## config.mk

```make
export PLATFORM = sky130hd
export DESIGN_NAME = isc_core
export DESIGN_NICKNAME = d
export VERILOG_FILES = /design/src/isc_core.v /design/src/isc_brg.v
export VERILOG_INCLUDE_DIRS = /design/src /design/src/src
export SDC_FILE = /design/constraint.sdc
export NUM_CORES = 1
export LEC_CHECK = 0
export CAP_MARGIN = 20
export CELL_PAD_IN_SITES_DETAIL_PLACEMENT = 1
export CELL_PAD_IN_SITES_GLOBAL_PLACEMENT = 2
export CORE_MARGIN = 5
export CORE_UTILIZATION = 25
export CTS_CLUSTER_DIAMETER = 100
export DETAILED_ROUTE_END_ITERATION = 12
export DONT_BUFFER_PORTS = 1
export HOLD_SLACK_MARGIN = 0.1
export PLACE_DENSITY_LB_ADDON = 0.25
export SYNTH_ARGS = -nofsm -noshare
export SYNTH_HDL_FRONTEND = slang
export SYNTH_SLANG_ARGS = --single-unit
```

## constraint.sdc

```tcl
create_clock -name pclk -period 3.1 [get_ports pclk]
set_clock_uncertainty 0.1 [all_clocks]
set_input_delay 0.465 -clock pclk [delete_from_list [all_inputs] [get_ports pclk]]
set_output_delay 0.465 -clock pclk [all_outputs]
set_load 0.03 [all_outputs]
```

## src/isc_consts.vh

```
// Constants for the stop-collision and bit-rate generator block.
// Assumes a 32-bit APB register bus and a 100 MHz pclk.
`ifndef ISC_CONSTS_VH
`define ISC_CONSTS_VH

// ****************************************************************
// Register byte offsets
// ****************************************************************
`define ISC_OFF_RELOAD   12'h000
`define ISC_OFF_SHIFT    12'h004
`define ISC_OFF_CTRL     12'h008
`define ISC_OFF_SEQ      12'h00C
`define ISC_OFF_STATUS   12'h010
`define ISC_OFF_MASK     12'h014

// ****************************************************************
// Field positions
// ****************************************************************
`define ISC_CTRL_EN      0
`define ISC_CTRL_SPI     1
`define ISC_SEQ_STOP     0
`define ISC_ST_COLL      0
`define ISC_ST_DONE      1
`define ISC_ST_STOPDET   2
`define ISC_EVT_W        3

// ****************************************************************
// Reset values and timing
// ****************************************************************
`define ISC_RELOAD_RST   8'h13
`define ISC_PRE_LAST     2'h3
`define ISC_SPI_BITS     4'h8
`define ISC_HALVES_LAST  5'h0F

`endif

```

## src/isc_core.v

```verilog
// Stop-sequence collision logic and shared serial-clock generator, APB slave.
// Assumes open-drain pins resolved outside; pin inputs synchronous to pclk.
`timescale 1ns/1ps
`include "isc_consts.vh"

// Summary of operation
// - Released data line still low after counter expiry in a stop flags collision.
// - Clock line low after it was seen high, before data released, flags collision.
// - Stop drives data and clock low together, releases clock once data reads low.
// - Released clock seen high (stretching honoured) loads counter and counts down.
// - On expiry during stop, a low data sample means another master: collision.
// - One counter times the stop sequence in bus mode and makes the SPI master serial clock.
// - Writing the shift buffer in SPI mode starts the counter counting down.
// - On completion the counter stops and the clock output holds its level.
// - Counter reloads twice per serial clock period, once per half.
// - Clock rate is oscillator over eight times reload plus one.
// - Any collision sets the collision flag and returns the port to idle.
// - Collision aborts the sequence, releases both lines, clears the request bit.
module isc_core #(
	parameter W = 8
) (
	// APB slave.
	input  wire        pclk,
	input  wire        presetn,
	input  wire        psel,
	input  wire        penable,
	input  wire        pwrite,
	input  wire [11:0] paddr,
	input  wire [31:0] pwdata,
	output reg  [31:0] prdata,
	output wire        pready,
	output wire        pslverr,
	// Serial lines, open drain.
	input  wire        sda_in,
	output wire        sda_out,
	output wire        sda_oe,
	input  wire        scl_in,
	output wire        scl_out,
	output wire        scl_oe,
	// SPI serial clock.
	output wire        spi_sck,
	// Interrupt.
	output wire        irq
);
	localparam ST_IDLE  = 3'h0;
	localparam ST_SDALO = 3'h1;
	localparam ST_SCLREL= 3'h2;
	localparam ST_SCLHI = 3'h3;
	localparam ST_SDAREL= 3'h4;
	localparam ST_SPI   = 3'h5;

	reg [W-1:0]          reload_r;
	reg [7:0]            shift_r;
	reg [1:0]            ctrl_r;
	reg                  stop_req_r;
	reg [`ISC_EVT_W-1:0] status_r;
	reg [`ISC_EVT_W-1:0] mask_r;
	reg [2:0]            state_r;
	reg [2:0]            state_nxt;
	reg                  sda_drv_r;
	reg                  sda_drv_nxt;
	reg                  scl_drv_r;
	reg                  scl_drv_nxt;
	reg                  sck_r;
	reg                  sck_nxt;
	reg [4:0]            halves_r;
	reg [4:0]            halves_nxt;
	reg                  load;
	reg                  run;
	reg                  coll;
	reg                  done;
	reg                  stop_seen;
	wire                 expired;
	wire                 wr;
	wire                 rd;
	wire                 start_wr;
	wire                 mapped;

	// ****************************************************************
	// APB decode
	// ****************************************************************
	assign pready  = 1'b1;
	assign wr      = psel && penable && pwrite;
	assign rd      = psel && penable && !pwrite;
	assign mapped  = (paddr == `ISC_OFF_RELOAD) || (paddr == `ISC_OFF_SHIFT) ||
	                 (paddr == `ISC_OFF_CTRL) || (paddr == `ISC_OFF_SEQ) ||
	                 (paddr == `ISC_OFF_STATUS) || (paddr == `ISC_OFF_MASK);
	assign pslverr = psel && penable && !mapped;
	assign start_wr = wr && (paddr == `ISC_OFF_SHIFT) && ctrl_r[`ISC_CTRL_EN] &&
	                  (state_r == ST_IDLE);

	always @* begin
		case (paddr)
			`ISC_OFF_RELOAD: prdata = {{(32-W){1'b0}}, reload_r};
			`ISC_OFF_SHIFT:  prdata = {24'h0, shift_r};
			`ISC_OFF_CTRL:   prdata = {30'h0, ctrl_r};
			`ISC_OFF_SEQ:    prdata = {31'h0, stop_req_r};
			`ISC_OFF_STATUS: prdata = {{(32-`ISC_EVT_W){1'b0}}, status_r};
			`ISC_OFF_MASK:   prdata = {{(32-`ISC_EVT_W){1'b0}}, mask_r};
			default:         prdata = 32'h0;
		endcase
	end

	// ****************************************************************
	// Registers
	// ****************************************************************
	always @(posedge pclk or negedge presetn) begin
		if (!presetn) begin
			reload_r   <= `ISC_RELOAD_RST;
			shift_r    <= 8'h00;
			ctrl_r     <= 2'h0;
			stop_req_r <= 1'b0;
			status_r   <= {`ISC_EVT_W{1'b0}};
			mask_r     <= {`ISC_EVT_W{1'b0}};
		end else begin
			if (wr && paddr == `ISC_OFF_RELOAD)
				reload_r <= pwdata[W-1:0];
			if (start_wr)
				shift_r <= pwdata[7:0];
			if (wr && paddr == `ISC_OFF_CTRL)
				ctrl_r <= pwdata[1:0];
			if (wr && paddr == `ISC_OFF_MASK)
				mask_r <= pwdata[`ISC_EVT_W-1:0];
			if (coll || done)
				stop_req_r <= 1'b0;
			else if (wr && paddr == `ISC_OFF_SEQ && pwdata[`ISC_SEQ_STOP] &&
			         ctrl_r[`ISC_CTRL_EN] && !ctrl_r[`ISC_CTRL_SPI])
				stop_req_r <= 1'b1;
			status_r <= (rd && paddr == `ISC_OFF_STATUS) ? {`ISC_EVT_W{1'b0}} : status_r;
			if (coll)
				status_r[`ISC_ST_COLL] <= 1'b1;
			if (done)
				status_r[`ISC_ST_DONE] <= 1'b1;
			if (stop_seen)
				status_r[`ISC_ST_STOPDET] <= 1'b1;
		end
	end

	assign irq = |(status_r & mask_r);

	// ****************************************************************
	// Sequencer
	// ****************************************************************
	always @* begin
		state_nxt   = state_r;
		sda_drv_nxt = sda_drv_r;
		scl_drv_nxt = scl_drv_r;
		sck_nxt     = sck_r;
		halves_nxt  = halves_r;
		load        = 1'b0;
		run         = 1'b0;
		coll        = 1'b0;
		done        = 1'b0;
		stop_seen   = 1'b0;
		case (state_r)
			ST_IDLE: begin
				if (start_wr && ctrl_r[`ISC_CTRL_SPI]) begin
					load       = 1'b1;
					halves_nxt = 5'h0;
					state_nxt  = ST_SPI;
				end else if (stop_req_r && !coll) begin
					sda_drv_nxt = 1'b1;
					scl_drv_nxt = 1'b1;
					state_nxt   = ST_SDALO;
				end
			end
			ST_SDALO: begin
				if (!sda_in) begin
					scl_drv_nxt = 1'b0;
					state_nxt   = ST_SCLREL;
				end
			end
			ST_SCLREL: begin
				if (scl_in) begin
					load      = 1'b1;
					state_nxt = ST_SCLHI;
				end
			end
			ST_SCLHI: begin
				run = 1'b1;
				if (!scl_in) begin
					coll = 1'b1;
				end else if (expired) begin
					sda_drv_nxt = 1'b0;
					load        = 1'b1;
					state_nxt   = ST_SDAREL;
				end
			end
			ST_SDAREL: begin
				run = 1'b1;
				if (expired) begin
					if (!sda_in)
						coll = 1'b1;
					else begin
						done      = 1'b1;
						stop_seen = scl_in;
						state_nxt = ST_IDLE;
					end
				end
			end
			ST_SPI: begin
				run = 1'b1;
				if (expired) begin
					sck_nxt    = !sck_r;
					halves_nxt = halves_r + 5'h1;
					if (halves_r == `ISC_HALVES_LAST) begin
						done      = 1'b1;
						state_nxt = ST_IDLE;
					end else
						load = 1'b1;
				end
			end
			default: state_nxt = ST_IDLE;
		endcase
		if (coll) begin
			sda_drv_nxt = 1'b0;
			scl_drv_nxt = 1'b0;
			state_nxt   = ST_IDLE;
		end
		if (!ctrl_r[`ISC_CTRL_EN]) begin
			sda_drv_nxt = 1'b0;
			scl_drv_nxt = 1'b0;
			state_nxt   = ST_IDLE;
		end
	end

	always @(posedge pclk or negedge presetn) begin
		if (!presetn) begin
			state_r   <= ST_IDLE;
			sda_drv_r <= 1'b0;
			scl_drv_r <= 1'b0;
			sck_r     <= 1'b0;
			halves_r  <= 5'h0;
		end else begin
			state_r   <= state_nxt;
			sda_drv_r <= sda_drv_nxt;
			scl_drv_r <= scl_drv_nxt;
			sck_r     <= sck_nxt;
			halves_r  <= halves_nxt;
		end
	end

	assign sda_out = 1'b0;
	assign sda_oe  = sda_drv_r;
	assign scl_out = 1'b0;
	assign scl_oe  = scl_drv_r;
	assign spi_sck = sck_r;

	// ****************************************************************
	// Bit-rate counter
	// ****************************************************************
	isc_brg #(
		.W (W)
	) u_brg (
		.pclk    (pclk),
		.presetn (presetn),
		.load    (load),
		.run     (run),
		.reload  (reload_r),
		.expired (expired)
	);
endmodule // isc_core

```

## src/isc_brg.v

```verilog
// Bit-rate down-counter with a quarter-rate prescaler.
// Assumes reload and start pulses synchronous to pclk.
`timescale 1ns/1ps

module isc_brg #(
	parameter W = 8
) (
	// Clock and reset.
	input  wire         pclk,
	input  wire         presetn,
	// Control.
	input  wire         load,
	input  wire         run,
	input  wire [W-1:0] reload,
	// Status.
	output wire         expired
);
	reg [1:0]   pre_r;
	reg [W-1:0] cnt_r;

	// ****************************************************************
	// Counter
	// ****************************************************************
	assign expired = run && (cnt_r == {W{1'b0}}) && (pre_r == `ISC_PRE_LAST);

	always @(posedge pclk or negedge presetn) begin
		if (!presetn) begin
			pre_r <= 2'h0;
			cnt_r <= {W{1'b0}};
		end else if (load) begin
			pre_r <= 2'h0;
			cnt_r <= reload;
		end else if (run) begin
			pre_r <= pre_r + 2'h1;
			if (pre_r == `ISC_PRE_LAST && cnt_r != {W{1'b0}})
				cnt_r <= cnt_r - {{(W-1){1'b0}}, 1'b1};
		end
	end
endmodule // isc_brg

```

### Word level (Yosys, flattened, before mapping)

Cells that the tools add are included.

| word-level totals | value |
|---|---|
| register bits | 46 |
| bits of input ports | 51 |
| output and inout bits | 40 |
| word-level logic and storage cells | 153 |

| cells by class | value |
|---|---|
| $add $sub $neg | 3 |
| equality and inequality tests | 27 |
| mux-type cells | 59 |
| bitwise operators | 1 |
| reduce and logical (&&, ||, !) cells | 48 |

Operators by type and width:

| cell | number |
|---|---|
| $pmux W8 S6 | 1 |
| $ne A4 B4 Y1 const B | 10 |
| $mux W3 | 13 |
| $mux W1 | 31 |
| $eq A12 B4 Y1 const B | 2 |
| $eq A12 B5 Y1 const B | 2 |
| $mux W8 | 3 |
| $logic_and A1 B1 Y1 | 19 |
| $pmux W3 S6 | 1 |
| $reduce_bool A2 Y1 | 7 |
| $eq A12 B3 Y1 const B | 1 |
| $logic_not A12 Y1 | 1 |
| $mux W5 | 2 |
| $pmux W5 S2 | 1 |
| $reduce_and A9 Y1 | 1 |
| $logic_not A8 Y1 | 1 |
| $ne A4 B1 Y1 const B | 2 |
| $pmux W1 S2 | 4 |
| $reduce_bool A8 Y1 | 1 |
| $sub A8 B1 Y8 const B | 1 |
| $eq A3 B2 Y1 const B | 2 |
| $eq A3 B3 Y1 const B | 2 |
| $logic_or A1 B1 Y1 | 6 |
| $reduce_or A3 Y1 | 2 |
| other kinds (17) | 22 |

### Depth between registers and ports, before layout

| depth | value |
|---|---|
| depth in word-level cells | 10 |
| depth in mapped cells | 8 |
| depth with buffers taken out | 8 |

### Hierarchy

Synthesis repeated with hierarchy kept, for this count alone.

| unflattened totals | value |
|---|---|
| cells, all modules | 280 |
| area, all modules | 2,836.5 um2 |

Modules (own cells, without submodules):

| module | instances | cells each | area each (um2) | sequential area each (um2) |
|---|---|---|---|---|
| isc_core | 1 | 210 | 2,173.3 | 904.6 |
| isc_brg | 1 | 70 | 663.1 | 250.2 |

### Worst setup path after synthesis

No wires, ideal clock.

| timing | value |
|---|---|
| kind | input-to-output |
| from | input port paddr[1] |
| to | output port prdata[0] |
| data arrival time | 2,259 ps |
| required time | 2,535 ps |
| path slack | 276 ps |
| stages on the path | 4 |
| path buffers | 0 |
| cell sequence | or4_4 > nor4_4 > nand3b_1 > o21ai_0 |

| on the way | value |
|---|---|
| word-level cells in the longest chain between the ends | 2 |
| elaborated cells between the ends (all ways) | 7 |
| classes of those cells | eq/ne: 5; mux: 1; reduce/logical: 1 |

Ends and longest elaborated chain:

| what | RTL line | RTL |
|---|---|---|
| start, declared | isc_core.v:28 | `input wire [11:0] paddr,` |
| $eq A12 B5 Y1 (tied with other cells) | isc_core.v:93 | `case (paddr)` |
| $pmux W8 S6 * | isc_core.v:93 |  |
| end, declared | isc_core.v:30 | `output reg [31:0] prdata,` |

Every way passes the cells marked *; elsewhere a longest branch is shown, timed or not.

### Worst setup path after layout

| timing | value |
|---|---|
| from | input port paddr[1] |
| to | output port prdata[1] |

Same word-level chain as after synthesis.

==> metrics.cfg <==
[logic_synthesis]
synth_area_leader_cell = dfrtp_1
yosysMostFrequentCell = dfrtp_1
netlist.area_leader.share_pct = 38.3
synth-compound-area-share_pct = 10.7
seq_area_frac_synth_pct = 41.1
synthAdderAreaFrac_pct = 2.23
async_flop_share_pct = 100
muxShareOfSynthArea_pct = 13.4
synthFlopType = dfrtp_1
yosys.area_share.simple_pct = 20.4
netlist_top_cells_count = 43 x dfrtp_1, 28 x buf_4, 28 x mux2_2, 19 x nor2_1, 14 x o21ai_0
ys_ff_latch = 46
ys_types = 47
synth_edf_count = 0
syn_avg_cell_area_um2 = 9.96
synth-xor-area-share_pct = 2.18
synth_top_family_by_area = simple AND/OR/NAND/NOR gates
synthTopCellsByArea = dfrtp_1 38%, mux2_2 11%, buf_4 7.5%
synth_cells = 282
yosysWarningCount = 0
synth.cell_area_um2 = 2810

[setup_path]
crit_fanout = 5
cp-startpoint = paddr[1]
path_buf_inv = 0
cp_cell_sequence = or4_4 -> nor4_4 -> nand3b_1 -> nor2_1 -> a221o_1
cp.required_ns = 2.53
cp_top_family = simple AND/OR/NAND/NOR gates
r2r_start = u_brg.cnt_r[0]$_DFFE_PN0P_
worstSetupEndpointType = primary output
crit_arrival_ns = 2.07
cpPeakStageDelay_ns = 0.54
path_class = input pin to primary output
crit_slowest_cell = or4_4
start_kind = input pin

[global_route]
grt-ovfl-total = 0
grt_first_pass_wirelength_mm = 12.2
grt_use_total_pct = 11.4
antenna_found_initial = 0
grt_pass1_vias = 2210
grt_max_degree = 47

[sta]
timing.fmax_mhz = 379
finalHoldViolCount = 0
worst_slack_ns = 0.462
fin_crit_sh_pct = 85.1
tns_ns = 0
rsz0062_at_grt = no
tightest_slew_ns = 0.696
slew-limit-headroom_pct = 53.4
slew_violations = 0
min_period_ns = 2.64
finalSetupViolCount = 0

[cells_and_area]
multi_input_area_um2 = 1470
drive_gt1_share_pct = 21.0
nFillCells = 1271
seq_area_um2 = 1150
antennaDiodeCount = 0
fin_util_pct = 28.8
fin_nets = 350
area_growth_pct = 12.2

[floorplanning]
die_w_um = 116
num_rows = 38
coreArea_um2 = 10900
ioPinCount = 91
initial_core_util_pct = 25.7
fp.dieH_um = 116
die_area_um2 = 13500

[cts]
post_cts_buffers = 0
cts_buffers = 5
cts_sinks = 46
cts_max_level = 2
clockBufferDepth = 2
clkTransAtPathRegs_ns = 0.07
clk_latency_ns = 0.29
cts-resized-gates = 0
holdBufCountCts = 2
cts_root_buffer = clkbuf_16
tritoncts = yes

[outcome]
status = completed

[place]
gp_congestion = 0.760
pre_cts_ws_ns = 0.416
dp_hpwl_mm = 5.71
port_buffers = 0

[drt]
ant_nets = 0
drt-pass1-iter-count = 4
vias = 2089
wl_per_cell_um = 17.1
vias_per_cell = 4.80
routed_wl_mm = 7.44
drtIter0Drc = 98
remaining_drc_errors = 0

[hold_path]
hold_path.class = input pin to flop
min-delay-start = pwdata[3]

[power_and_ir_drop]
leakage_nw = 1.39
powerDensity_nw_per_um2 = 414
irDropWorstVdd_mv = 0.243

[job]
cap_violations = 0

[worst paths after layout]
| check | endpoint | slack (ns) | depth (start not counted) |
|---|---|---|---|
| worst max-delay path | prdata[1] | 0.46 | 5 |
| worst min-delay path | shift_r[3]$_DFFE_PN0N_ | 0.23 | 1 |
| worst max register to register | u_brg.cnt_r[5]$_DFFE_PN0P_ | 0.51 | 7 |
| worst min register to register | halves_r[4]$_DFFE_PN0P_ | 0.40 | 2 |
| max in group asynchronous | reload_r[0]$_DFFE_PN1P_ | 2.02 | 2 |
| min in group asynchronous | halves_r[4]$_DFFE_PN0P_ | 0.60 | 2 |
[registers in the layout, indices dropped and copies added, names as in the netlist]
| name | cells |
|---|---|
| ctrl_r | 2 |
| halves_r | 5 |
| mask_r | 3 |
| reload_r | 8 |
| scl_oe | 1 |
| sda_oe | 1 |
| shift_r | 8 |
| spi_sck | 1 |
| state_r | 3 |
| status_r | 3 |
| stop_req_r | 1 |
| u_brg.cnt_r | 8 |
| u_brg.pre_r | 2 |
[logic make-up (layout without fill, tap and decap cells)]
logic type,after synthesis,in the layout
other,2,27
buffers and inverters,45,33
multiplexers,34,34
adder cells (fa/ha/maj),5,5
AO/OA/AOI/OAI,44,44
XOR/XNOR,7,7
flip-flops,46,46
AND/OR/NAND/NOR,99,99
[final cells by class]
class	count	area share, %
clock buffer	5	3.97
tap	140	5.56
clock inverter	3	1.43
sequential	46	36.6
inverter	8	0.952
multi-input combinational	216	46.7
timing repair buffer	17	4.76
[where the power goes]
group	switching (W)	internal (W)
clock network	0.000237	0.000380
registers	0.00000272	0.000602
logic	0.0000679	0.0000162
total	0.000307	0.000999
[per-stage QoR]
step / hold slack (ns) / total power, W / cells / area [um2]
floorplan: 0.0694 / 0.000707 / 307 / 2900
global placement: 0.0705 / 0.000682 / 425 / 2950
detailed placement: 0.0705 / 0.000682 / 425 / 2950
CTS: 0.219 / 0.00133 / 435 / 3150
global route: 0.213 / 0.00136 / 435 / 3150
finish: 0.227 / 0.00131 / 435 / 3150
[layer usage]
| layer | vias up | routed length (um) | GRT usage [%] |
|---|---|---|---|
| met5 | - | 0 | 0 |
| met4 | 0 | 81 | 3.02 |
| met3 | 8 | 442 | 2.66 |
| met2 | 60 | 3380 | 17.8 |
| met1 | 1024 | 3530 | 16.0 |
| li1 | 997 | - | - |
[layout by cell type (no fill, tap or decap), drive strengths merged, types with 4 or more instances in the layout]
master  instances
dfrtp          43
nor3            8
nand2          15
and3            4
mux2           28
nor4            5
nor2           19
conb           27
ha              5
clkbuf          5
mux2i           6
nand3          13
xnor2           6
a21oi           9
o21ai          14
a22oi           4
buf            16
nand4           6
nand3b          5
nor2b           7
inv             8
No activity file was read; power rests on OpenSTA's default activity.
